[config.mk]
export PLATFORM = sky130hd
export DESIGN_NAME = cpu_pipeline_cycle_timing
export DESIGN_NICKNAME = d
export VERILOG_FILES = /design/src/hw/cpu_timing_pkg.sv /design/src/hw/cpu_pipeline_cycle_timing.sv /design/src/hw/memory_access_arbiter.sv
export VERILOG_INCLUDE_DIRS = /design/src /design/src/hw
export SDC_FILE = /design/constraint.sdc
export NUM_CORES = 1
export LEC_CHECK = 0
export BUFFER_PORTS_ARGS = -buffer_cell sky130_fd_sc_hd__buf_2
export CORE_ASPECT_RATIO = 1.4
export CORE_MARGIN = 2
export CORE_UTILIZATION = 30
export DETAILED_ROUTE_END_ITERATION = 10
export PLACE_DENSITY = 0.53
export SLEW_MARGIN = 0
export SYNTH_ARGS = -nofsm -noshare
export SYNTH_HDL_FRONTEND = slang
export SYNTH_SLANG_ARGS = --single-unit
[constraint.sdc]
create_clock -name clock_i -period 6.4 [get_ports clock_i]
set_input_delay 1.28 -clock clock_i [delete_from_list [all_inputs] [get_ports clock_i]]
set_output_delay 1.28 -clock clock_i [all_outputs]
set_load 0.01 [all_outputs]
[src/hw/cpu_timing_defines.svh]
`ifndef CPU_TIMING_DEFINES_SVH
`define CPU_TIMING_DEFINES_SVH

// Execution cycles per instruction class
`define CYC_REG_OP        4'h1
`define CYC_BRANCH        4'h2
`define CYC_COND_TAKEN    4'h3
`define CYC_COND_NOT      4'h1
`define CYC_DELAY_TAKEN   4'h2
`define CYC_DELAY_NOT     4'h1
`define CYC_HALT          4'h4
`define CYC_EXC_RETURN    4'h4
`define CYC_STATUS_REG    4'h5
`define CYC_STATUS_MEM    4'h7
`define CYC_TRAP          4'h6
`define CYC_TRAP_DSP      4'h8
`define CYC_BANK_STORE    4'h2
`define CYC_MEM_LOGIC     4'h3
`define CYC_TEST_SET      4'h3
`define CYC_TEST_SET_DSP  4'h4
`define CYC_CTRL_MEM      4'h1
`define CYC_CTRL_MEM_DSP  4'h5
`define CYC_MUL           4'h1
`define CYC_MUL_MAX       4'h3
`define CYC_MAC           4'h2
`define CYC_MAC_MAX       4'h5
`define CYC_DSP_TO_REG    4'h1

// Pipeline stages per instruction class
`define STG_THREE         4'h3
`define STG_FIVE          4'h5
`define STG_SIX           4'h6
`define STG_SEVEN         4'h7
`define STG_NINE          4'h9

`define CNT_ZERO          4'h0
`define CNT_ONE           4'h1

`endif

[src/hw/cpu_timing_pkg.sv]
package cpu_timing_pkg;

  typedef enum logic [4:0] {
    ic_reg_op,
    ic_branch,
    ic_cond_branch,
    ic_cond_branch_delayed,
    ic_halt,
    ic_exception_return_instruction,
    ic_status_register_load_reg,
    ic_status_register_load_mem,
    ic_trap,
    ic_bank_store_predec,
    ic_mem_logic,
    ic_atomic_test_and_set,
    ic_control_register_load_from_memory,
    ic_multiply,
    ic_multiply_accumulator_single,
    ic_multiply_double,
    ic_multiply_accumulator_double,
    ic_accumulator_to_reg
  } iclass_t;

  typedef enum {
    st_idle,
    st_busy,
    st_halted
  } issue_state_t;

endpackage

[src/hw/cpu_pipeline_cycle_timing.sv]
`include "cpu_timing_defines.svh"

module cpu_pipeline_cycle_timing
  import cpu_timing_pkg::*;
#(
  parameter bit DSP_VARIANT = 1'b0,
  parameter int CNT_W       = 4
) (
  input  wire logic    clock_i,
  input  wire logic    rstn_i,
  input  wire logic    issue_valid_i,
  input  wire iclass_t issue_class_i,
  input  wire logic    branch_taken_i,
  input  wire logic    fetch_req_i,
  input  wire logic    mult_busy_i,
  input  wire logic    load_use_i,
  input  wire logic    wake_i,
  output logic         issue_ready_o,
  output logic         stall_o,
  output logic         fetch_grant_o,
  output logic         ma_grant_o,
  output logic         commit_o,
  output iclass_t      commit_class_o,
  output logic [3:0]   stages_o,
  output logic [3:0]   cycles_used_o,
  output logic         halted_o
);

  if (CNT_W < 4) begin : g_width_check
    $error("CNT_W must be at least 4");
  end

  // ----------------------------------------
  // Class timing tables
  // ----------------------------------------
  function automatic logic [3:0] base_cycles(input iclass_t c, input logic taken);
    unique case (c)
      ic_reg_op:                            base_cycles = `CYC_REG_OP;
      ic_branch:                            base_cycles = `CYC_BRANCH;
      ic_cond_branch:
        base_cycles = taken ? `CYC_COND_TAKEN : `CYC_COND_NOT;
      ic_cond_branch_delayed:
        base_cycles = taken ? `CYC_DELAY_TAKEN : `CYC_DELAY_NOT;
      ic_halt:                              base_cycles = `CYC_HALT;
      ic_exception_return_instruction:      base_cycles = `CYC_EXC_RETURN;
      ic_status_register_load_reg:          base_cycles = `CYC_STATUS_REG;
      ic_status_register_load_mem:          base_cycles = `CYC_STATUS_MEM;
      ic_trap:
        base_cycles = DSP_VARIANT ? `CYC_TRAP_DSP : `CYC_TRAP;
      ic_bank_store_predec:                 base_cycles = `CYC_BANK_STORE;
      ic_mem_logic:                         base_cycles = `CYC_MEM_LOGIC;
      ic_atomic_test_and_set:
        base_cycles = DSP_VARIANT ? `CYC_TEST_SET_DSP : `CYC_TEST_SET;
      ic_control_register_load_from_memory:
        base_cycles = DSP_VARIANT ? `CYC_CTRL_MEM_DSP : `CYC_CTRL_MEM;
      ic_multiply:                          base_cycles = `CYC_MUL;
      ic_multiply_accumulator_single,
      ic_multiply_double,
      ic_multiply_accumulator_double:       base_cycles = `CYC_MAC;
      ic_accumulator_to_reg:                base_cycles = `CYC_DSP_TO_REG;
      default:                              base_cycles = `CYC_REG_OP;
    endcase
  endfunction

  function automatic logic [3:0] class_stages(input iclass_t c);
    unique case (c)
      ic_exception_return_instruction,
      ic_status_register_load_reg,
      ic_bank_store_predec,
      ic_control_register_load_from_memory,
      ic_accumulator_to_reg:                class_stages = `STG_FIVE;
      ic_status_register_load_mem,
      ic_multiply_accumulator_single:       class_stages = `STG_SEVEN;
      ic_trap,
      ic_multiply_double,
      ic_multiply_accumulator_double:       class_stages = `STG_NINE;
      ic_mem_logic,
      ic_atomic_test_and_set,
      ic_multiply:                          class_stages = `STG_SIX;
      default:                              class_stages = `STG_THREE;
    endcase
  endfunction

  // Used count at which multiplier contention stops holding the instruction; zero for non-multiplier work
  function automatic logic [3:0] mult_limit(input iclass_t c);
    unique case (c)
      ic_multiply:                          mult_limit = `CYC_MUL_MAX;
      ic_multiply_accumulator_single,
      ic_multiply_double,
      ic_multiply_accumulator_double:       mult_limit = `CYC_MAC_MAX;
      default:                              mult_limit = `CNT_ZERO;
    endcase
  endfunction

  function automatic logic uses_memory_access(input iclass_t c);
    unique case (c)
      ic_status_register_load_mem,
      ic_bank_store_predec,
      ic_mem_logic,
      ic_atomic_test_and_set,
      ic_control_register_load_from_memory,
      ic_multiply,
      ic_multiply_accumulator_single,
      ic_multiply_double,
      ic_multiply_accumulator_double,
      ic_accumulator_to_reg:                uses_memory_access = 1'b1;
      default:                              uses_memory_access = 1'b0;
    endcase
  endfunction

  // ----------------------------------------
  // Issue state
  // ----------------------------------------
  issue_state_t state;
  iclass_t      cur_class;
  logic [3:0]   remaining;
  logic [3:0]   used;
  logic [3:0]   limit;
  logic         use_stall_done;
  logic         finishing;
  logic         accept;
  logic         ma_req;
  logic         mult_req;
  logic         mult_room;
  logic         arb_hold;
  logic         use_hold;
  logic         hold;

  assign finishing = (state == st_busy) && (remaining == `CNT_ONE);
  assign ma_req    = finishing && uses_memory_access(cur_class);
  assign mult_req  = (state == st_busy) && (limit != `CNT_ZERO);
  assign mult_room = (used < limit);
  // A dependent follower of a control load waits once for the loaded value
  assign use_hold  = finishing && load_use_i && !use_stall_done &&
                     (cur_class == ic_control_register_load_from_memory);
  assign hold      = arb_hold || use_hold;
  assign stall_o   = hold;
  // Younger work is only taken when the current one leaves this cycle
  assign issue_ready_o = (state == st_idle) || (finishing && !hold);
  assign accept        = issue_valid_i && issue_ready_o;

  memory_access_arbiter u_arbiter (
    .clock_i       (clock_i),
    .rstn_i        (rstn_i),
    .ma_req_i      (ma_req),
    .fetch_req_i   (fetch_req_i),
    .mult_req_i    (mult_req),
    .mult_busy_i   (mult_busy_i),
    .mult_room_i   (mult_room),
    .fetch_grant_o (fetch_grant_o),
    .ma_grant_o    (ma_grant_o),
    .hold_o        (arb_hold)
  );

  always_ff @(posedge clock_i) begin
    if (!rstn_i) begin
      state <= st_idle;
    end else begin
      unique case (state)
        st_idle: begin
          if (accept) begin
            state <= st_busy;
          end
        end
        st_busy: begin
          if (finishing && !hold) begin
            if (cur_class == ic_halt) begin
              state <= st_halted;
            end else if (!accept) begin
              state <= st_idle;
            end
          end
        end
        st_halted: begin
          if (wake_i) begin
            state <= st_idle;
          end
        end
      endcase
    end
  end

  // ----------------------------------------
  // Cycle counting
  // ----------------------------------------
  always_ff @(posedge clock_i) begin
    if (!rstn_i) begin
      remaining      <= `CNT_ZERO;
      used           <= `CNT_ZERO;
      limit          <= `CNT_ZERO;
      cur_class      <= ic_reg_op;
      use_stall_done <= 1'b0;
    end else if (accept && !(finishing && cur_class == ic_halt)) begin
      remaining      <= base_cycles(issue_class_i, branch_taken_i);
      used           <= `CNT_ONE;
      limit          <= mult_limit(issue_class_i);
      cur_class      <= issue_class_i;
      use_stall_done <= 1'b0;
    end else if (state == st_busy) begin
      used <= used + `CNT_ONE;
      if (use_hold) begin
        use_stall_done <= 1'b1;
      end
      // A held instruction keeps its place; only progress counts down
      if (!hold && remaining != `CNT_ZERO) begin
        remaining <= remaining - `CNT_ONE;
      end
    end
  end

  // ----------------------------------------
  // Completion report
  // ----------------------------------------
  // Results become visible only once every added cycle is spent
  always_ff @(posedge clock_i) begin
    if (!rstn_i) begin
      commit_o       <= 1'b0;
      commit_class_o <= ic_reg_op;
      stages_o       <= `CNT_ZERO;
      cycles_used_o  <= `CNT_ZERO;
    end else begin
      commit_o <= finishing && !hold;
      if (finishing && !hold) begin
        commit_class_o <= cur_class;
        stages_o       <= class_stages(cur_class);
        cycles_used_o  <= used;
      end
    end
  end

  always_ff @(posedge clock_i) begin
    if (!rstn_i) begin
      halted_o <= 1'b0;
    end else begin
      halted_o <= (state == st_halted) && !wake_i;
    end
  end
endmodule

[src/hw/memory_access_arbiter.sv]
`include "cpu_timing_defines.svh"

module memory_access_arbiter (
  input  wire logic clock_i,
  input  wire logic rstn_i,
  input  wire logic ma_req_i,
  input  wire logic fetch_req_i,
  input  wire logic mult_req_i,
  input  wire logic mult_busy_i,
  input  wire logic mult_room_i,
  output logic      fetch_grant_o,
  output logic      ma_grant_o,
  output logic      hold_o
);

  // ----------------------------------------
  // Fetch versus memory access
  // ----------------------------------------
  // Fetch wins the first clash; the access then wins the next cycle, so a
  // clash costs exactly one cycle and a stream of fetches cannot starve it.
  logic ma_lost;
  logic ma_hold;
  logic mult_hold;

  assign ma_hold       = ma_req_i && fetch_req_i && !ma_lost;
  assign mult_hold     = mult_req_i && mult_busy_i && mult_room_i;
  assign hold_o        = ma_hold || mult_hold;
  assign fetch_grant_o = fetch_req_i && !(ma_req_i && ma_lost);
  assign ma_grant_o    = ma_req_i && !hold_o;

  always_ff @(posedge clock_i) begin
    if (!rstn_i) begin
      ma_lost <= 1'b0;
    end else if (ma_grant_o) begin
      ma_lost <= 1'b0;
    end else if (ma_hold) begin
      ma_lost <= 1'b1;
    end
  end
endmodule

==> key figures, run 1 <==
Worst setup path
  – Crit path DAT: 2.72 ns
  – Worst Setup End Kind: primary output
  – FF-to-FF Start: state[1]$_SDFFE_PN0P_
  – Crit Path Class: in -> out
  – WP data required: between 5 and 6 ns
  – Critical path cell sequence: buf_2, nor4bb_1, o31ai_1, o22ai_2, nor3_2, buf_4, or2_2, buf_2
  – CP Launch Type: primary input
  – CP Max Fanout: 19
  – Delay-heaviest family, CP: simple AND/OR/NAND/NOR gates
  – Setup slack, reg-to-reg: about 3.6 ns
  – Stages on worst setup path: 8
  – R2R depth: 7
  – Worst path max stage delay: 0.28 ns
  – Bufs and invs on worst path: 3
  – Top cell by count, worst path: buf_2
  – Critical path's slowest cell: or2_2

Synth
  – FF+latch count, synth: 36
  – Synth warnings: 0
  – Async SR Flop Fraction: 0%
  – Syn avg cell area: ~8.8 sq um
  – Ys flop type: dfxtp_1
  – Seq/Total Area, Yosys: between 30% and 40%
  – Syn nets: 259
  – EDFF count, synth: 0
  – Post-Syn Instances: about 230
  – Post-synth cell types: between 40 and 50
  – Post-Syn Area: 2050 sq um

Power and ir drop
  – Lkg Pwr: 0.000991 uW
  – Pwr dens: 314 nW/um^2
  – Sequential share of power: about two fifths
  – Combinational fraction of design power: ~33%
  – Clock group share of total power: between 20% and 30%
  – Worst VDD drop: 87.7 uV
  – Switching Fraction: about 33%
  – Switching power total: 246 uW
  – Cell-internal power: approximately 500 uW

Final layout
  – Final-stage net count: between 200 and 300
  – Area Overhead vs Synth: 15.9%
  – Layout Cells excl Fill: about 350
  – Layout cells sized above 1: roughly 19%
  – N_diodes: 0
  – Fillcell total: roughly 700

Route
  – Via count: about 1700
  – Starting DRT DRC Count: slightly above 70
  – Routed length per instance: ~13 um
  – Vias per cell: between 4 and 5
  – Final ANT Viol Nets: 0
  – Detailed Route WL: between 4000 and 5000 um
  – DRC: 0
  – Drt first pass iters: 4

Clock tree
  – Number of gates resized after cts: 0
  – Root Driver: clkbuf_8
  – Max clock buf depth: 2
  – CTS Buf Count: 5
  – Worst-path clk slew: about 0.07 ns
  – Post-CTS setup buffers: 0
  – Cts hold-fix bufs: 0
  – Clock latency on the worst-skew pair: 0.28 ns
  – Sink Count: 36
  – CTS tree: yes
  – CTS H-tree depth: 2

Floorplan
  – Top Ports: 32
  – Die Y: 102 um
  – Rows: 35
  – Core ar.: roughly 6600 sq um
  – Initial Util: 31.0%
  – Die width: between 70 and 80 um
  – DIE AREA: 7530 sq um

Placement
  – Final HPWL DP: roughly 3300 um
  – Placed insts: 344
  – IO Port Bufs: 31
  – GPL Wtd Cong: approximately 0.8

Global routing
  – Vias in the first global route: about 1600
  – Largest net degree at the start of global routing: 27
  – Initial antenna violation count: 0
  – Gr usage total: between 10% and 20%
  – Grt ovf: 0
  – First-pass GRT wire length: about 7500 um

Hold path
  – HP Start: stages_o[1]$_SDFFE_PN0P_
  – Worst hold path class: reg -> reg
  – Hold Crit Depth: 2
  – Worst Hold End: stages_o[1]$_SDFFE_PN0P_

Timing
  – RSZ-0062 raised after global routing: false
  – Max_slew headroom: between 30% and 40%
  – Slew of the pin with the lowest slew margin: about 0.95 ns
  – Post-route clock skew: around 0.005 ns
  – Max Freq: 0.250 GHz
  – Min Clock Period, post-route: roughly 4.0 ns
  – Final setup TNS: 0 ns
  – # setup viols final: 0
  – Hold Slack: roughly 0.48 ns
  – Hold Fails Final Rpt: 0
  – Slew Viols, Final: 0
  – Final Cycle Share: a little over three fifths

Status
  – Status: complete, no violations

Run
  – Max cap viols: 0
-- per-stage QoR --
step / utilization [%] / area (sq um) / power, uW / worst slack [ns]
finish: 36.0 / 2380 / 747 / 2.40
floorplan: - / 2050 / 489 / 2.60
CTS: 36.0 / 2380 / 759 / 2.39
detailed placement: 34.1 / 2250 / 538 / 2.41
global route: 36.0 / 2380 / 802 / 2.29
global placement: 34.1 / 2250 / 535 / 2.41
-- cell usage in the layout, fill, tap and decap left out, types with 2 or more instances in the layout --
cell type | Yosys | layout
or3_1 | 2 | 2
nor2_1 | 38 | 38
nand4bb_1 | 2 | 2
dfxtp_1 | 36 | 36
nand2_1 | 10 | 10
ha_1 | 13 | 13
nand3_1 | 6 | 6
nor4_1 | 2 | 2
nor3_1 | 6 | 5
a211oi_1 | 4 | 4
inv_1 | 15 | 15
o21a_1 | 3 | 3
nand2b_1 | 5 | 5
o221ai_1 | 2 | 2
clkbuf_8 | 0 | 7
a31oi_1 | 6 | 6
xnor2_1 | 3 | 3
o21ai_0 | 7 | 7
buf_2 | 0 | 31
mux2i_1 | 19 | 19
a21oi_1 | 10 | 10
nor2b_1 | 2 | 2
xor2_1 | 5 | 5
o22ai_2 | 2 | 2
o211a_1 | 3 | 3
-- synth_stat cells (all sizes together) (4+ instances only) --
master | n | area share, %
nor2 | 38 | 7.0
nor3 | 6 | 1.5
dfxtp | 36 | 35
a211oi | 4 | 1.5
xor2 | 5 | 2.1
mux2i | 19 | 9.3
o21ai | 8 | 2.1
buf | 7 | 2.9
nand2 | 10 | 1.8
clkbuf | 6 | 1.1
inv | 15 | 2.7
nand3 | 6 | 1.5
nand2b | 5 | 1.5
a21oi | 10 | 2.4
ha | 13 | 7.9
a31oi | 6 | 1.8
-- sequential cells by signal (all words and copies together), names as in the netlist, named ones only --
| signal | count |
|---|---|
| commit_class_o | 5 |
| commit_o | 1 |
| cur_class | 5 |
| cycles_used_o | 4 |
| halted_o | 1 |
| limit | 3 |
| remaining | 4 |
| stages_o | 4 |
| state | 2 |
| u_arbiter.ma_lost | 1 |
| use_stall_done | 1 |
| used | 4 |
-- power by group through the flow --
stage / Clock (uW) / Combinational (uW) / Sequential, uW
floorplan: 0 / 206 / 283
global placement: 0 / 242 / 293
detailed placement: 0 / 244 / 293
CTS: 225 / 246 / 288
global route: 232 / 276 / 293
finish: 216 / 243 / 288
-- routing by layer --
metal / track usage, % / vias up / share of wire (%)
li1: - / 864 / -
met1: 13.6 / 771 / 41
met2: 23.3 / 36 / 53
met3: 3.06 / 6 / 4.1
met4: 5.87 / 0 / 1.5
met5: 0 / - / 0
-- logic make-up after synthesis --
kind of cell / after synthesis / share of synthesized area, %
compound gates: 46 / 16.0
xor+xnor: 8 / 3.41
fa+ha+maj: 13 / 7.93
buf+inv: 29 / 6.95
flops: 36 / 35.1
mux: 20 / 10.0
simple gates: 81 / 20.6
-- worst max-delay path by stage --
stage | slack (ns) | start | end
floorplan | 2.60 | mult_busy_i | issue_ready_o
global placement | 2.41 | mult_busy_i | issue_ready_o
detailed placement | 2.41 | mult_busy_i | issue_ready_o
CTS | 2.39 | mult_busy_i | issue_ready_o
global route | 2.29 | mult_busy_i | issue_ready_o
finish | 2.40 | mult_busy_i | issue_ready_o
-- worst reg2reg max path: stages, from the launching register on --
cell,delay (ns)
dfxtp_1,0.33
inv_1,0.07
ha_1,0.38
nand4bb_1,0.29
or3_1,0.44
o22ai_2,0.73
o221ai_1,0.26
o211a_1,0.19
-- area by class of cell --
| type | count | area (sq um) | share of cell area, % |
|---|---|---|---|
| tap | 92 | 115 | 4.84 |
| clock buffer | 7 | 96.3 | 4.05 |
| inverter | 16 | 60.1 | 2.52 |
| timing repair buffer | 32 | 163 | 6.84 |
| multi-input combinational | 168 | 1190 | 50.2 |
| clock inverter | 1 | 30.0 | 1.26 |
| sequential | 36 | 721 | 30.3 |
Note: power is estimated with default switching activity, not from simulation.
==> inputs of run 2 (changes only) <==
Settings changed: PLACE_DENSITY 0.53 to 0.54.
Clock period 6.4 ns to 3.6 ns, I/O delays scaled along.
==> run 2 against run 1 <==
Wire length fell by 1.1%. Core utilization fell by 0.057 points. Largest power group unchanged. Register-to-register slack got worse by 2.7 ns. Clock-buffer cell count fell by 1. Via count rose by 0.95%. First-iteration DRC count fell by 11%. Final area fell by 0.16%. Sequential cell count did not move.
==> key figures, run 2 (same netlist as run 1, synthesis figures left out) <==
Status
  – Status: complete, no violations

Final layout
  – Area Overhead vs Synth: 15.7%
  – Layout Cells excl Fill: 354
  – Largest registers: commit_class_o x5, cur_class x5
  – Layout cells sized above 1: roughly 20%
  – Final-stage net count: between 200 and 300
  – Commonest cells after routing, fill and taps aside: nor2_1, dfxtp_1, buf_2
  – Commonest non-fill, non-tap cell in the layout: nor2_1
  – Sequential cell area: 721 sq um
  – Fillcell total: a little over 700
  – N_diodes: 0
  – Area of the multi-input gates: 1190 sq um

Timing
  – RSZ-0062 raised after global routing: false
  – Final worst setup slack: 0.671 ns
  – Slew of the pin with the lowest slew margin: between 0.7 and 0.8 ns
  – Max_slew headroom: approximately half
  – Hold Fails Final Rpt: 0
  – Post-route clock skew: 0.00990 ns
  – Max Freq: 0.341 GHz
  – # setup viols final: 0
  – Slew Viols, Final: 0
  – Min Clock Period, post-route: between 2 and 3 ns
  – Final Cycle Share: 81.3%
  – Final setup TNS: 0 ns

Route
  – Vias per cell: 4.78
  – Via count: 1693
  – Drt first pass iters: 4
  – DRC: 0
  – Routed length per instance: 12.5 um
  – Detailed Route WL: 4410 um
  – Final ANT Viol Nets: 0
  – Starting DRT DRC Count: 63

Clock tree
  – Cts hold-fix bufs: 0
  – Clock latency on the worst-skew pair: 0.29 ns
  – Root Driver: clkbuf_8
  – CTS tree: yes
  – Max clock buf depth: 2
  – Worst-path clk slew: 0.08 ns
  – CTS Buf Count: 5
  – Number of gates resized after cts: 0
  – Sink Count: 36
  – CTS H-tree depth: 2
  – Post-CTS setup buffers: 0

Floorplan
  – Rows: 35
  – Core ar.: roughly 6600 sq um
  – Top Ports: 32
  – Initial Util: approximately 31%
  – Die Y: about 100 um
  – DIE AREA: roughly 7500 sq um
  – Die width: 73.9 um

Worst setup path
  – R2R depth: 8
  – Crit Path Class: reg -> out
  – Crit path DAT: 2.21 ns
  – CP Max Fanout: 9
  – WP data required: 2.88 ns
  – Worst Setup End Kind: primary output
  – CP Launch Type: flop

Global routing
  – Vias in the first global route: between 1500 and 2000
  – Gr usage total: about an eighth
  – GRT met1 Usage: about 15%
  – Grt ovf: 0
  – Largest net degree at the start of global routing: 27
  – First-pass GRT wire length: 7290 um
  – Initial antenna violation count: 0
  – Top Usage Layer GRT: met2
  – Met3 Usage GRT: under 10%
  – M2 GR Usage: between 20 and 25%

Placement
  – Place WS: about 0.9 ns
  – Final HPWL DP: approximately 3300 um
  – IO Port Bufs: 31
  – Placed insts: 346
  – GPL Wtd Cong: around 0.83

Power and ir drop
  – Lkg Pwr: slightly below 0.001 uW
  – Worst VDD drop: approximately 230 uV
  – Pwr dens: ~550 nW/um^2

Hold path
  – Worst hold path class: reg -> reg
  – Hold Crit Depth: 2

Run
  – Max cap viols: 0
## run 2: cell count changes in the layout (fill, tap and decap cells not counted)
cell	change
clkbuf_1	+1
clkbuf_8	-2
clkinv_2	+1
buf_4	+2
## run 2: worst max-delay path, cell delays in order, from the launching register on
cell and delay (ns):
dfxtp_1 0.33, inv_1 0.08, ha_1 0.36, and4bb_4 0.33, nand3_1 0.13, o22ai_2 0.22, nor3_2 0.06, or2_2 0.28
buf_2 0.14
## run 2: worst paths after layout
path / start / to / slack (ns)
min reg2reg: stages_o[1]$_SDFFE_PN0P_ / stages_o[1]$_SDFFE_PN0P_ / 0.47
max: state[1]$_SDFFE_PN0P_ / issue_ready_o / 0.67
min: stages_o[1]$_SDFFE_PN0P_ / stages_o[1]$_SDFFE_PN0P_ / 0.47
max reg2reg: state[1]$_SDFFE_PN0P_ / cur_class[3]$_SDFFE_PN0P_ / 0.93
## run 2: where the power goes
group / switching [uW] / internal (uW) / leakage (uW)
clock network: 145 / 206 / 0.0000552
registers: 60.4 / 451 / 0.000293
logic: 235 / 199 / 0.000643
## run 2: stage by stage
stage | hold WS [ns] | utilization [%] | instance area [sq um] | power [uW]
after floorplan | 0.452 | - | 2050 | 870
after global placement | 0.459 | 34.3 | 2270 | 954
after detailed placement | 0.463 | 34.3 | 2270 | 961
after CTS | 0.477 | 35.9 | 2370 | 1320
after global routing | 0.513 | 35.9 | 2370 | 1390
final | 0.474 | 35.9 | 2370 | 1300
## run 2: area by class of cell
class                      instances  share of cell area (%)
inverter                          16                    2.53
timing repair buffer              34                    7.48
clock inverter                     2                    1.48
sequential                        36                    30.3
clock buffer                       6                    3.06
tap                               92                    4.85
multi-input combinational        168                    50.3
## run 2: per-layer routing
metal  routed length (um)  vias to the layer above
met3                  137                        8
met5                    0                        -
met2                 2230                       26
li1                     -                      874
met4                  104                        0
met1                 1940                      785
